**config.mk**
```make
export PLATFORM = sky130hd
export DESIGN_NAME = dbs_bus_sizer
export DESIGN_NICKNAME = d
export VERILOG_FILES = /design/src/dbs_pkg.sv /design/src/dbs_bus_sizer.sv /design/src/dbs_write_mux.sv
export VERILOG_INCLUDE_DIRS = /design/src /design/src/src
export SDC_FILE = /design/constraint.sdc
export NUM_CORES = 1
export LEC_CHECK = 0
export BUFFER_PORTS_ARGS = -buffer_cell sky130_fd_sc_hd__buf_2
export CORE_ASPECT_RATIO = 0.7
export CORE_MARGIN = 3
export CORE_UTILIZATION = 40
export DETAILED_ROUTE_END_ITERATION = 8
export PLACE_DENSITY = 0.62
export SLEW_MARGIN = 10
export SYNTH_ARGS = -nofsm -noshare
export SYNTH_HDL_FRONTEND = slang
export SYNTH_SLANG_ARGS = --single-unit
```
**constraint.sdc**
```tcl
create_clock -name clk_sys -period 7.6 [get_ports clk_sys]
set_clock_uncertainty 0.05 [all_clocks]
set_input_delay 2.28 -clock clk_sys [delete_from_list [all_inputs] [get_ports clk_sys]]
set_output_delay 2.28 -clock clk_sys [all_outputs]
set_load 0.03 [all_outputs]
```
**src/dbs_params.svh**
```systemverilog
// constants for the dynamic bus sizing byte steering block
// assumes: included by bare name from the design modules only, not from the package
`ifndef DBS_PARAMS_SVH
`define DBS_PARAMS_SVH

// remaining size codes driven on the two size outputs
`define DBS_SIZE_LONG 2'h0
`define DBS_SIZE_BYTE 2'h1
`define DBS_SIZE_WORD 2'h2
`define DBS_SIZE_THREE 2'h3

// two-bit port acknowledge codes, wide bit first
`define DBS_ACK_WAIT 2'h0
`define DBS_ACK_8 2'h1
`define DBS_ACK_16 2'h2
`define DBS_ACK_32 2'h3

// byte offsets from the long-word base
`define DBS_OFS_0 2'h0
`define DBS_OFS_1 2'h1
`define DBS_OFS_2 2'h2
`define DBS_OFS_3 2'h3

`endif

```
**src/dbs_pkg.sv**
```systemverilog
// types shared by the byte steering block
// assumes: nothing beyond the constants header
package dbs_pkg;
   // bus cycle sequencer states
   typedef enum logic [1:0] {DBS_IDLE, DBS_RUN, DBS_RELEASE} dbs_state_t;
endpackage

```
**src/dbs_bus_sizer.sv**
```systemverilog
// dynamic bus sizing sequencer with read and write byte steering
// assumes: port holds read data stable while it acknowledges, and drops
// its acknowledge before a new cycle starts
//
// Summary of operation
// low two address outputs carry the byte offset from the long-word base.
// a 32-bit port returns offset bytes zero to three on lanes top to bottom.
// a 16-bit port returns even bytes on the top lane, odd on the second.
// read takes first byte at offset lane, later bytes lower, up to port width.
// single remaining byte is driven on all four lanes.
// word write ignores offset bit one and duplicates bytes per offset bit zero.
// long or three-byte write starts at addressed lane and duplicates upward.
// some patterns drive a filler byte that no port uses.
// aligned long write drives all four operand bytes in the first cycle.
// a 16-bit port ack on an aligned long write leads to a word cycle at offset two.
// that second cycle puts the two low operand bytes on the upper half.
// word write to an 8-bit port takes two cycles, size word then byte.
// size outputs give bytes still to move: 01, 10, 11, 00 for four.
// port acknowledge codes: none waits, narrow 8, wide 16, both 32 bits.
// 16-bit ports sit on the upper half, 8-bit ports on the top lane.
// each ack advances address and shrinks size until no bytes remain.
`timescale 1ns/10ps
`include "dbs_params.svh"
module dbs_bus_sizer (
   // clock and reset
   input wire logic clk_sys,
   input wire logic rst,
   // user request
   input wire logic reqValid,
   input wire logic reqWrite,
   input wire logic [31:0] reqAddr,
   input wire logic [1:0] reqSize,
   input wire logic [31:0] reqData,
   // user answer
   output logic busy,
   output logic done,
   output logic [31:0] rdData,
   // external address and size
   output logic [31:2] busAddrHigh,
   output logic byteOffsetHi,
   output logic byteOffsetLo,
   output logic remainingSizeHi,
   output logic remainingSizeLo,
   output logic cycleActive,
   output logic busWrite,
   // external data bus, two-way
   input wire logic [31:0] busDataIn,
   output logic [31:0] busDataOut,
   output logic busDataOe,
   // port acknowledge pins
   input wire logic portAckWide,
   input wire logic portAckNarrow
);
   dbs_pkg::dbs_state_t state_r, state_nxt;
   logic [31:0] addr_r, addr_nxt;
   logic [1:0] remain_r, remain_nxt;
   logic [31:0] operand_r, operand_nxt;
   logic write_r, write_nxt;
   logic last_r, last_nxt;
   logic active_r, active_nxt;
   logic oe_r, oe_nxt;
   logic busy_r, busy_nxt;
   logic done_r, done_nxt;
   logic [31:0] dataOut_r;
   logic [31:0] muxOut;
   logic [1:0] ackMeta_r, ackSync_r;
   logic [31:0] dataMeta_r, dataSync_r;
   logic [2:0] remainCount;
   logic [2:0] takeCount;
   logic ackSeen;

   // pins are asynchronous; data travels with the ack so both arrive aligned
   always_ff @(posedge clk_sys or posedge rst)
   begin
      if (rst)
      begin
         ackMeta_r <= 2'h0;
         ackSync_r <= 2'h0;
         dataMeta_r <= 32'h0;
         dataSync_r <= 32'h0;
      end
      else
      begin
         ackMeta_r <= {portAckWide, portAckNarrow};
         ackSync_r <= ackMeta_r;
         dataMeta_r <= busDataIn;
         dataSync_r <= dataMeta_r;
      end
   end

   assign ackSeen = (state_r == dbs_pkg::DBS_RUN) && (ackSync_r != `DBS_ACK_WAIT);

   // remaining bytes and bytes the reported port width takes this cycle
   always_comb
   begin
      remainCount = (remain_r == `DBS_SIZE_LONG) ? 3'h4 : {1'b0, remain_r};
      takeCount = 3'h4 - {1'b0, addr_r[1:0]};
      // ack width sets bytes taken
      case (ackSync_r)
         `DBS_ACK_8: takeCount = 3'h1;
         `DBS_ACK_16: takeCount = addr_r[0] ? 3'h1 : 3'h2;
         default: takeCount = 3'h4 - {1'b0, addr_r[1:0]};
      endcase
      if (takeCount > remainCount)
         takeCount = remainCount;
   end

   // sequencer next state; a long word is always tried as if the port were 32 bits
   always_comb
   begin
      logic [2:0] lane;
      logic [2:0] idx;
      lane = 3'h0;
      idx = 3'h0;
      state_nxt = state_r;
      addr_nxt = addr_r;
      remain_nxt = remain_r;
      operand_nxt = operand_r;
      write_nxt = write_r;
      last_nxt = last_r;
      active_nxt = active_r;
      oe_nxt = oe_r;
      busy_nxt = busy_r;
      done_nxt = 1'b0;
      case (state_r)
         dbs_pkg::DBS_IDLE:
         begin
            if (reqValid)
            begin
               state_nxt = dbs_pkg::DBS_RUN;
               addr_nxt = reqAddr;
               remain_nxt = reqSize;
               operand_nxt = reqWrite ? reqData : 32'h0;
               write_nxt = reqWrite;
               last_nxt = 1'b0;
               active_nxt = 1'b1;
               oe_nxt = reqWrite;
               busy_nxt = 1'b1;
            end
         end
         dbs_pkg::DBS_RUN:
         begin
            if (ackSeen)
            begin
               // steer read lanes into operand
               if (!write_r)
               begin
                  for (int j = 0; j < 4; j++)
                  begin
                     if (3'(j) < takeCount)
                     begin
                        case (ackSync_r)
                           `DBS_ACK_8: lane = 3'h0;
                           `DBS_ACK_16: lane = {2'h0, addr_r[0]} + 3'(j);
                           default: lane = {1'b0, addr_r[1:0]} + 3'(j);
                        endcase
                        idx = 3'h4 - remainCount + 3'(j);
                        operand_nxt[8 * (3 - idx[1:0]) +: 8] = dataSync_r[8 * (3 - lane[1:0]) +: 8];
                     end
                  end
               end
               // advance address, shrink size
               addr_nxt = addr_r + {29'h0, takeCount};
               remain_nxt = 2'(remainCount - takeCount);
               last_nxt = (takeCount == remainCount);
               active_nxt = 1'b0;
               oe_nxt = 1'b0;
               state_nxt = dbs_pkg::DBS_RELEASE;
            end
         end
         dbs_pkg::DBS_RELEASE:
         begin
            // wait for ack release so one ack never ends two cycles
            if (ackSync_r == `DBS_ACK_WAIT)
            begin
               if (last_r)
               begin
                  state_nxt = dbs_pkg::DBS_IDLE;
                  busy_nxt = 1'b0;
                  done_nxt = 1'b1;
               end
               else
               begin
                  state_nxt = dbs_pkg::DBS_RUN;
                  active_nxt = 1'b1;
                  oe_nxt = write_r;
               end
            end
         end
         default: state_nxt = dbs_pkg::DBS_IDLE;
      endcase
   end

   // lane pattern is built from next values so the data register matches the address
   dbs_write_mux uWriteMux (
      .sizeCode(remain_nxt),
      .byteOffset(addr_nxt[1:0]),
      .operand(operand_nxt),
      .laneData(muxOut)
   );

   // sequencer and output registers
   always_ff @(posedge clk_sys or posedge rst)
   begin
      if (rst)
      begin
         state_r <= dbs_pkg::DBS_IDLE;
         addr_r <= 32'h0;
         remain_r <= `DBS_SIZE_LONG;
         operand_r <= 32'h0;
         write_r <= 1'b0;
         last_r <= 1'b0;
         active_r <= 1'b0;
         oe_r <= 1'b0;
         busy_r <= 1'b0;
         done_r <= 1'b0;
         dataOut_r <= 32'h0;
      end
      else
      begin
         state_r <= state_nxt;
         addr_r <= addr_nxt;
         remain_r <= remain_nxt;
         operand_r <= operand_nxt;
         write_r <= write_nxt;
         last_r <= last_nxt;
         active_r <= active_nxt;
         oe_r <= oe_nxt;
         busy_r <= busy_nxt;
         done_r <= done_nxt;
         dataOut_r <= muxOut;
      end
   end

   // offset on low address bits
   assign byteOffsetHi = addr_r[1];
   assign byteOffsetLo = addr_r[0];
   assign busAddrHigh = addr_r[31:2];
   // size outputs show remaining bytes
   assign remainingSizeHi = remain_r[1];
   assign remainingSizeLo = remain_r[0];
   assign cycleActive = active_r;
   assign busWrite = write_r;
   assign busDataOut = dataOut_r;
   assign busDataOe = oe_r;
   assign busy = busy_r;
   assign done = done_r;
   assign rdData = operand_r;
endmodule // dbs_bus_sizer

```
**src/dbs_write_mux.sv**
```systemverilog
// write multiplexer: places operand bytes on the four data lanes
// assumes: purely combinational, fed from the caller's next-state values so the
// caller can register the lane pattern together with the address
`timescale 1ns/10ps
`include "dbs_params.svh"
module dbs_write_mux (
   // cycle description
   input wire logic [1:0] sizeCode,
   input wire logic [1:0] byteOffset,
   // operand, msb byte first
   input wire logic [31:0] operand,
   // lane pattern, top lane first
   output logic [31:0] laneData
);
   logic [7:0] operandByteMsb;
   logic [7:0] operandByteSecond;
   logic [7:0] operandByteThird;
   logic [7:0] operandByteLsb;

   assign operandByteMsb = operand[31:24];
   assign operandByteSecond = operand[23:16];
   assign operandByteThird = operand[15:8];
   assign operandByteLsb = operand[7:0];

   // lane pattern by remaining size and offset; duplicates let any port width find its bytes
   always_comb
   begin
      laneData = operand;
      case (sizeCode)
         // byte on all lanes
         `DBS_SIZE_BYTE: laneData = {4{operandByteLsb}};
         // word ignores offset bit one
         `DBS_SIZE_WORD:
         begin
            if (byteOffset[0])
               laneData = {operandByteThird, operandByteThird, operandByteLsb, operandByteThird};
            else
               laneData = {operandByteThird, operandByteLsb, operandByteThird, operandByteLsb};
         end
         // three bytes from addressed lane
         `DBS_SIZE_THREE:
         begin
            case (byteOffset)
               // filler byte on low lane
               `DBS_OFS_0: laneData = {operandByteSecond, operandByteThird, operandByteLsb, operandByteMsb};
               `DBS_OFS_1: laneData = {operandByteSecond, operandByteSecond, operandByteThird, operandByteLsb};
               `DBS_OFS_2: laneData = {operandByteSecond, operandByteThird, operandByteSecond, operandByteThird};
               // filler byte unused by ports
               default: laneData = {operandByteSecond, operandByteSecond, operandByteThird, operandByteSecond};
            endcase
         end
         // long word from addressed lane
         default:
         begin
            case (byteOffset)
               // aligned long drives all bytes
               `DBS_OFS_0: laneData = operand;
               `DBS_OFS_1: laneData = {operandByteMsb, operandByteMsb, operandByteSecond, operandByteThird};
               `DBS_OFS_2: laneData = {operandByteMsb, operandByteSecond, operandByteMsb, operandByteSecond};
               // filler byte in offset three
               default: laneData = {operandByteMsb, operandByteMsb, operandByteSecond, operandByteMsb};
            endcase
         end
      endcase
   end
endmodule // dbs_write_mux
```
==> results of run 1 <==
[per-layer routing]
layer	GRT usage (%)	share of wire, %
met5	0	0.044
met4	7.762	2.0
met3	10.85	13
met2	45.40	39
met1	53.99	47
[placed cells by master, fill, tap and decap left out, drive strengths merged, types with 33 or more instances in the layout]
cell type / Yosys / final
buf: 20 / 244
dfrtp: 174 / 174
nand2: 139 / 139
nand3: 41 / 41
inv: 55 / 59
a22oi: 38 / 38
o21ai: 126 / 126
a211oi: 33 / 33
nor2: 108 / 108
a21oi: 110 / 110
[logic make-up (layout without fill, tap and decap cells)]
group,after synthesis,count (layout),share of synthesized area [%]
compound gates,552,552,32.80
xor+xnor,3,3,0.2227
fa+ha+maj,24,24,2.608
buf+inv,143,334,4.760
flops,174,174,36.90
mux,42,42,4.877
simple gates,433,433,17.83
[final cells by class]
class | count | area, um^2 | area share [%]
multi-input combinational | 1054 | 6920 | 49.58
sequential | 174 | 4354 | 31.20
timing repair buffer | 244 | 1329 | 9.520
tap | 371 | 464.2 | 3.326
clock buffer | 17 | 425.4 | 3.048
clock inverter | 15 | 239.0 | 1.712
inverter | 58 | 225.2 | 1.614
[metrics by stage]
stage	setup WS, ps	instances	utilization [%]
3_3_place_gp	1917	1901	46.81
6_report	1585	1933	49.15
2_1_floorplan	553.2	1371	-
4_1_cts	1669	1933	49.15
3_5_place_dp	1697	1901	46.81
5_1_grt	1073	1933	49.15
[state kept, by name, indices dropped and copies added (netlist names), 32 cells and up]
name,flops
addr_r,32
busDataOut,32
dataMeta_r,32
dataSync_r,32
rdData,32
[how the worst min path moves through the flow]
stage                              start             end  slack [ps]  depth (start not counted)
after floorplan             ackMeta_r[0]    ackSync_r[0]         280                          0
after global placement    dataMeta_r[23]  dataSync_r[23]         280                          0
after detailed placement  dataMeta_r[13]  dataSync_r[13]         280                          0
after CTS                 dataMeta_r[28]  dataSync_r[28]         300                          0
after global routing      dataMeta_r[26]  dataSync_r[26]         310                          0
final                     dataMeta_r[28]  dataSync_r[28]         290                          0
==> flow_metrics.py, run 1 <==
metrics = {
    "die": {
        "die-area_um2": 31630,
        "boundaryPins": 207,
        "start_util_pct": 41.56,
        "die_h_um": 149.7,
        "rows": 51,
        "die_width_um": 211.3,
        "coreArea_um2": 28400,
    },
    "setup_path": {
        "critPathRequiredTime_ps": 7860,
        "timing.rr.start": "remain_r[1]",
        "crit_slowest_cell": "dfrtp_1",
        "critPathMaxStageDelay_ps": 600,
        "path_cells": "inv_1 -> ha_1 -> nor2b_1 -> inv_1 -> ha_1 -> and3b_1 -> o21ai_2 -> mux2_2 -> inv_2 -> ha_1 -> inv_1 -> fa_1 -> nand2b_1 -> a211oi_1 -> buf_4 -> and4_1 -> nand4_1 -> nor2_1 -> nand3_1 -> nor2_1 -> a21oi_1 -> o21ai_0 -> o21ai_0",
        "setup.worst_path.start": "remain_r[1]",
        "rrSetupSlack_ps": 1580,
        "critPathCaptureType": "flop",
        "arrival_ps": 6280,
        "cp_num_buf_inv": 5,
        "critPathLaunchType": "flop",
        "path_max_fanout": 13,
        "path_delay_family": "simple AND/OR/NAND/NOR gates",
        "crit_end": "addr_r[28]",
        "r2r_end": "addr_r[28]",
        "path_depth": 23,
        "r2r_cells": 23,
        "crit_type": "flop to flop",
    },
    "yosys": {
        "netlist.area_leader.share_pct": 36.90,
        "async_flop_share_pct": 100.0,
        "ys_top_cells_by_area": "dfrtp_1 (37%), o21ai_0 (4.7%), nand2_1 (4.4%), a21oi_1 (4.3%), nor2_1 (3.4%)",
        "ys_top_cells_by_count": "dfrtp_1 (174), nand2_1 (139), o21ai_0 (110), nor2_1 (106), a21oi_1 (101)",
        "ys_warn_count": 0,
        "post-synth-top-count-cell": "dfrtp_1",
        "synth_ff_type": "dfrtp_1",
        "synth_edf_count": 0,
        "syn_area_um2": 11800,
        "synth_top_area_cell": "dfrtp_1",
        "synth_seq_area_share_pct": 36.90,
        "syn-num-nets": 1499,
        "synth-seq-cells": 174,
        "syn-instance-count": 1371,
        "ys_types": 95,
        "postSynthAreaPerCell_um2": 8.608,
    },
    "detailed_routing": {
        "dr.pass1.iters": 6,
        "wire_per_inst_um": 28.31,
        "ant_nets": 0,
        "drcViolationCount": 0,
        "finalWirelength_um": 54720,
        "via_per_inst": 6.603,
        "vias": 12760,
        "drt-initial-drc-count": 1897,
    },
    "timing": {
        "layout_min_cycle_time_ps": 6015,
        "tightest_slew_ps": 1164,
        "hold_viol_final": 0,
        "max_slew_margin_pct": 22.41,
        "rsz0062_at_grt": "no",
        "period_share_pct": 79.15,
        "max_freq_ghz": 0.1662,
        "setup_viol": 0,
        "timing.setup.tns_ps": 0,
        "drv_slew": 0,
        "hold_ws_ps": 293.7,
    },
    "min_path": {
        "worstHoldPathType": "flop to flop",
    },
    "global_routing": {
        "groute.usage.overall_pct": 34.46,
        "grt_max_degree": 98,
        "grt_pass1_vias": 11860,
        "grt_pass1_wl_um": 80560,
        "antenna_found_initial": 2,
        "grt-ovfl-total": 0,
    },
    "clock_tree": {
        "clock_latency_ps": 470,
        "htreeDepth": 4,
        "post_cts_buffers": 0,
        "cts_hold_buf": 0,
        "clkTransAtPathRegs_ps": 80,
        "clk_path_buf_depth": 2,
        "cts_tree": "yes",
        "cts-resized-gates": 0,
        "cts_buffers": 17,
        "cts_sinks": 174,
        "clockRootBuffer": "clkbuf_16",
    },
    "placement": {
        "dpl_cell_area_um2": 13290,
        "gp_congestion": 1.039,
        "detailed_place_hpwl_um": 41840,
        "io_buffer_count": 206,
    },
    "layout": {
        "drive_gt1_share_pct": 22.73,
        "syn_to_final_growth_pct": 18.27,
        "antenna_cells": 0,
        "fill_cells": 2775,
        "nets": 1677,
        "design_area_um2": 13960,
    },
    "run_status": {
        "status": "completed",
    },
    "run": {
        "cap_violations": 0,
    },
}
Power of run 1 is not shown: default switching activity piles up to over one toggle a cycle in this logic, so the estimate is an artifact.
==> run 2: changes to the inputs <==
--- a/config.mk
+++ b/config.mk
@@ -6,6 +6,7 @@
 export SDC_FILE = /design/constraint.sdc
 export NUM_CORES = 1
 export LEC_CHECK = 0
+export ABC_AREA = 1
 export BUFFER_PORTS_ARGS = -buffer_cell sky130_fd_sc_hd__buf_2
 export CORE_ASPECT_RATIO = 0.7
 export CORE_MARGIN = 3
==> constraint.sdc (replaced) <==
create_clock -name clk_sys -period 6.2 [get_ports clk_sys]
set_clock_uncertainty 0.05 [all_clocks]
set_input_delay 1.86 -clock clk_sys [delete_from_list [all_inputs] [get_ports clk_sys]]
set_output_delay 1.86 -clock clk_sys [all_outputs]
set_load 0.03 [all_outputs]
==> run 2 against run 1 <==
- flip-flop and latch count is the same
- non-clock buffer count shrank 18
- worst hold slack gained 4.7 ps
- worst setup slack lost 760 ps
- clock-buffer cell count grew 2
- largest cell class unchanged
- wire length shrank 14%
- sequential share of layout area shrank 0.98 points
- area after synthesis grew 5.7%
- global-route usage shrank 6.3 points
- die area grew 5.5%
- critical path depth is the same
- register-to-register slack lost 760 ps
- critical path type unchanged
==> flow_metrics.py, run 2 <==
metrics = {
    "detailed_routing": {
        "vias": 13540,
        "wire_per_inst_um": 19.15,
        "drcViolationCount": 0,
        "via_per_inst": 5.527,
        "dr.pass1.iters": 5,
        "ant_nets": 0,
        "drt-initial-drc-count": 1389,
        "finalWirelength_um": 46910,
    },
    "timing": {
        "drv_slew": 0,
        "max_freq_ghz": 0.1859,
        "period_share_pct": 86.77,
        "tightest_slew_ps": 1211,
        "setup_viol": 0,
        "max_slew_margin_pct": 18.95,
        "hold_ws_ps": 298.4,
        "hold_viol_final": 0,
        "timing.setup.tns_ps": 0,
        "layout_min_cycle_time_ps": 5380,
        "rsz0062_at_grt": "no",
    },
    "clock_tree": {
        "clockRootBuffer": "clkbuf_16",
        "cts_tree": "yes",
        "cts_buffers": 17,
        "post_cts_buffers": 0,
        "cts-resized-gates": 0,
        "cts_hold_buf": 0,
        "clk_path_buf_depth": 2,
        "clock_latency_ps": 470,
        "clkTransAtPathRegs_ps": 70,
        "htreeDepth": 4,
        "cts_sinks": 174,
    },
    "placement": {
        "gp_congestion": 0.9357,
        "io_buffer_count": 206,
        "detailed_place_hpwl_um": 35520,
    },
    "min_path": {
        "worstHoldPathType": "flop to flop",
    },
    "global_routing": {
        "grt_pass1_wl_um": 73390,
        "antenna_found_initial": 0,
        "grt_pass1_vias": 12990,
        "groute.usage.overall_pct": 28.13,
        "grt-ovfl-total": 0,
        "grt_max_degree": 175,
    },
    "yosys": {
        "syn-num-nets": 1986,
        "postSynthAreaPerCell_um2": 6.715,
        "synth_seq_area_share_pct": 34.90,
        "syn-instance-count": 1858,
        "ys_types": 56,
        "ys_warn_count": 0,
        "netlist.area_leader.share_pct": 34.90,
        "synth_ff_type": "dfrtp_1",
        "synth-seq-cells": 174,
        "async_flop_share_pct": 100.0,
        "ys_top_cells_by_area": "dfrtp_1 (35%), nand2_1 (18%), nand3_1 (6.7%), a21oi_1 (6.6%), inv_1 (5.2%)",
        "syn_area_um2": 12480,
        "synth_top_area_cell": "dfrtp_1",
        "ys_top_cells_by_count": "nand2_1 (589), dfrtp_1 (174), inv_1 (173), nand3_1 (167), a21oi_1 (165)",
        "post-synth-top-count-cell": "nand2_1",
        "synth_edf_count": 0,
    },
    "setup_path": {
        "crit_type": "flop to flop",
        "critPathLaunchType": "flop",
        "critPathRequiredTime_ps": 6470,
        "path_max_fanout": 14,
        "arrival_ps": 5650,
        "rrSetupSlack_ps": 820,
        "critPathCaptureType": "flop",
    },
    "die": {
        "die_h_um": 153.8,
        "die-area_um2": 33380,
        "coreArea_um2": 30370,
        "start_util_pct": 41.08,
        "rows": 53,
        "die_width_um": 217.1,
        "boundaryPins": 207,
    },
    "layout": {
        "seqCellArea_um2": 4354,
        "final_common_cell": "nand2_1",
        "fill_cells": 3169,
        "nets": 2154,
        "layout_common_cells": "nand2_1 (589), buf_2 (206), dfrtp_1 (174)",
        "multiInputGateArea_um2": 6989,
        "syn_to_final_growth_pct": 15.49,
        "drive_gt1_share_pct": 18.30,
        "antenna_cells": 0,
    },
    "run_status": {
        "status": "completed",
    },
    "run": {
        "cap_violations": 0,
    },
}
-- run 2: kinds of logic after synthesis --
kind of cell               count (synthesis)  share of synthesized area, %
muxes                                      1                       0.09026
adders and majority gates                 24                         2.467
xor gates and xnor gates                   5                        0.5015
AOI/OAI and AO/OA                        372                         17.58
and+or+nand+nor                         1005                         35.33
DFF                                      174                         34.90
buffers and inverters                    277                         9.126
-- run 2: final timing paths --
| check | startpoint | endpoint | cells past startpoint |
|---|---|---|---|
| worst min register to register | dataMeta_r[7] | dataSync_r[7] | 0 |
| worst min-delay path | dataMeta_r[7] | dataSync_r[7] | 0 |
| worst max register to register | addr_r[0] | addr_r[24] | 23 |
| min in group asynchronous | rst | dataMeta_r[3] | 3 |
| max in group asynchronous | rst | rdData[17] | 3 |
| worst max-delay path | addr_r[0] | addr_r[24] | 23 |
-- run 2: worst max-delay path, stage by stage, from the launching register on --
cell	delay [ps]
dfrtp_1	810
inv_2	90
ha_1	290
inv_1	50
nor2_1	30
a21oi_1	180
inv_1	70
ha_1	290
nand3_1	90
nand2_1	120
o21ai_2	750
inv_1	120
ha_1	400
nand2_1	70
a21oi_1	170
inv_1	90
nor2_1	150
nand2_1	130
nor4_1	280
nand2_1	170
nor2_1	230
nand2_1	160
o311ai_0	320
a22oi_1	110
-- run 2: area by class of cell --
cell class                      count  area share, %
Sequential cell                   174          30.22
Inverter                          200          5.288
Timing Repair Buffer              226          8.284
Clock inverter                     12          1.120
Clock buffer                       19          3.005
Multi-Input combinational cell   1407          48.51
Tap cell                          412          3.578
-- run 2: metrics by stage --
step / instances / area, um^2 / setup WS, ps / util, %
after CTS: 2450 / 14410 / 863.0 / 47.44
after detailed placement: 2419 / 13810 / 889.6 / 45.48
after global routing: 2450 / 14410 / 160.1 / 47.44
after floorplan: 1858 / 12480 / 1334 / -
final: 2450 / 14410 / 820.5 / 47.44
after global placement: 2419 / 13810 / 1144 / 45.48
-- run 2: layer usage --
layer	share of wire, %	routed length [um]	track usage (%)
met5	0	0	0
met4	1.4	648	6.828
met3	9.1	4283	6.638
met2	42	19740	40.49
met1	47	22240	42.44
Power of run 2 is left out for the same reason.
==> run 3: changes to the inputs <==
--- a/config.mk
+++ b/config.mk
@@ -16,4 +16,5 @@
 export SLEW_MARGIN = 10
 export SYNTH_ARGS = -nofsm -noshare
 export SYNTH_HDL_FRONTEND = slang
+export SYNTH_HIERARCHICAL = 1
 export SYNTH_SLANG_ARGS = --single-unit
==> constraint.sdc (replaced) <==
create_clock -name clk_sys -period 5.3 [get_ports clk_sys]
set_clock_uncertainty 0.05 [all_clocks]
set_input_delay 1.59 -clock clk_sys [delete_from_list [all_inputs] [get_ports clk_sys]]
set_output_delay 1.59 -clock clk_sys [all_outputs]
set_load 0.03 [all_outputs]
==> run 3 against run 2 <==
- first-iteration DRC count increased by 25%
- global-route usage fell by 0.10 points
- wire length down 1.9%
- non-clock buffer count grew 14
- synthesized cell count shrank 1.2%
- area after synthesis decreased by 2.7%
- register-to-register slack got worse by 50 ps
- worst setup slack got worse by 47 ps
- maximum frequency rose by 19%
- clock-buffer cell count decreased by 2
- critical path depth fell by 1
- critical endpoint is now busDataOut[10]
==> flow_metrics.py, run 3 <==
metrics = {
    "layout": {
        "fill_cells": 3069,
        "layout_common_cells": "nand2_1 (694), buf_2 (206), dfrtp_1 (174)",
        "multiInputGateArea_um2": 6784,
        "seqCellArea_um2": 4354,
        "antenna_cells": 0,
        "drive_gt1_share_pct": 15.99,
        "nets": 2135,
        "design_area_um2": 14160,
        "syn_to_final_growth_pct": 16.70,
        "final_common_cell": "nand2_1",
    },
    "timing": {
        "timing.setup.tns_ps": 0,
        "max_slew_margin_pct": 34.87,
        "drv_slew": 0,
        "period_share_pct": 85.41,
        "hold_viol_final": 0,
        "rsz0062_at_grt": "no",
        "setup_viol": 0,
        "max_freq_ghz": 0.2209,
        "layout_min_cycle_time_ps": 4527,
        "tightest_slew_ps": 976.9,
    },
    "clock_tree": {
        "clock_latency_ps": 460,
        "clkTransAtPathRegs_ps": 80,
        "cts_tree": "yes",
        "cts_sinks": 174,
        "clk_path_buf_depth": 2,
        "cts_buffers": 17,
        "clockRootBuffer": "clkbuf_16",
        "cts_hold_buf": 0,
        "cts-resized-gates": 0,
        "htreeDepth": 4,
        "post_cts_buffers": 0,
    },
    "die": {
        "boundaryPins": 207,
        "die_h_um": 151.7,
        "coreArea_um2": 29410,
        "die-area_um2": 32500,
        "rows": 52,
        "die_width_um": 214.2,
        "start_util_pct": 41.27,
    },
    "detailed_routing": {
        "ant_nets": 0,
        "vias": 13610,
        "finalWirelength_um": 46010,
        "dr.pass1.iters": 7,
        "via_per_inst": 5.612,
        "wire_per_inst_um": 18.97,
        "drt-initial-drc-count": 1733,
        "drcViolationCount": 0,
    },
    "yosys": {
        "synth_seq_area_share_pct": 35.88,
        "synth_ff_type": "dfrtp_1",
        "post-synth-top-count-cell": "nand2_1",
        "synth_top_area_cell": "dfrtp_1",
        "syn-num-nets": 1963,
        "syn-instance-count": 1835,
        "synth-seq-cells": 174,
        "async_flop_share_pct": 100.0,
        "ys_warn_count": 6,
        "ys_top_cells_by_area": "dfrtp_1 (36%), nand2_1 (21%), a21oi_1 (6.7%), nand3_1 (6.7%), inv_1 (4.5%)",
        "synth_edf_count": 0,
        "ys_types": 50,
        "ys_top_cells_by_count": "nand2_1 (694), dfrtp_1 (174), a21oi_1 (162), nand3_1 (162), inv_1 (145)",
        "postSynthAreaPerCell_um2": 6.613,
        "syn_area_um2": 12140,
        "netlist.area_leader.share_pct": 35.88,
    },
    "global_routing": {
        "grt_pass1_wl_um": 70430,
        "groute.usage.overall_pct": 28.03,
        "antenna_found_initial": 1,
        "grt_pass1_vias": 12290,
        "grt_max_degree": 175,
        "grt-ovfl-total": 0,
    },
    "setup_path": {
        "arrival_ps": 4850,
        "path_max_fanout": 16,
        "critPathRequiredTime_ps": 5630,
        "critPathLaunchType": "flop",
        "critPathCaptureType": "flop",
        "crit_type": "flop to flop",
    },
    "min_path": {
        "worstHoldPathType": "flop to flop",
    },
    "run_status": {
        "status": "completed",
    },
    "placement": {
        "detailed_place_hpwl_um": 34930,
        "io_buffer_count": 206,
        "gp_congestion": 1.022,
        "dpl_cell_area_um2": 13540,
    },
    "run": {
        "cap_violations": 0,
    },
}
==> run 3: routing by layer <==
layer	vias up	track usage, %	part of all wire, %
met3	67	7.873	11
met2	746	38.50	39
met4	2	6.215	1.5
met5	-	0	0.039
met1	6398	43.12	48
li1	6397	-	-
==> run 3: final cells by class <==
type                            instances  share of cell area, %
Clock buffer                           17                  3.004
Clock inverter                         15                  1.414
Inverter                              157                  4.188
Multi-Input combinational cell       1417                  47.90
Sequential cell                       174                  30.74
Tap cell                              405                  3.578
Timing Repair Buffer                  240                  9.170
==> run 3: logic make-up (layout without fill, tap and decap cells) <==
| kind of cell | count (synthesis) | in the layout | share of synthesized area, % |
|---|---|---|---|
| compound gates | 337 | 337 | 16.81 |
| xor+xnor | 5 | 5 | 0.5155 |
| fa+ha+maj | 24 | 24 | 2.536 |
| buf+inv | 244 | 429 | 8.217 |
| flops | 174 | 174 | 35.88 |
| mux | 1 | 1 | 0.09279 |
| simple gates | 1050 | 1050 | 35.95 |
==> run 3: through the flow <==
stage | setup slack [ps] | hold WS, ps | cells | util [%]
global route | 439.8 | 305.2 | 2425 | 48.16
global placement | 1031 | 284.0 | 2393 | 46.03
CTS | 897.6 | 297.3 | 2425 | 48.16
detailed placement | 940.3 | 284.7 | 2393 | 46.03
floorplan | 979.0 | 281.2 | 1835 | -
finish | 773.4 | 291.8 | 2425 | 48.16
==> run 3: critical path: stages, from the launching register on <==
cell	delay (ps)
dfrtp_1	360
inv_1	60
ha_1	410
a21oi_4	420
nor2_2	70
ha_1	200
inv_1	50
nand3_1	50
nand2_1	160
nand3_1	90
nand2_1	130
inv_1	90
ha_1	210
fa_1	480
nand2_1	60
o211ai_1	90
buf_4	290
nand2_1	340
inv_2	410
nand2_1	130
nand3_1	100
nor2_1	50
a21oi_1	120
==> run 3: worst paths after layout <==
path                                      from              to  slack (ps)  depth (start not counted)
worst max register to register    ackSync_r[0]  busDataOut[10]         770                         22
max in group asynchronous                  rst      rdData[21]        3110                          3
min in group asynchronous                  rst      addr_r[26]        1340                          3
worst max-delay path              ackSync_r[0]  busDataOut[10]         770                         22
worst min-delay path            dataMeta_r[19]  dataSync_r[19]         290                          0
worst min register to register  dataMeta_r[19]  dataSync_r[19]         290                          0
Power of run 3 is left out for the same reason.
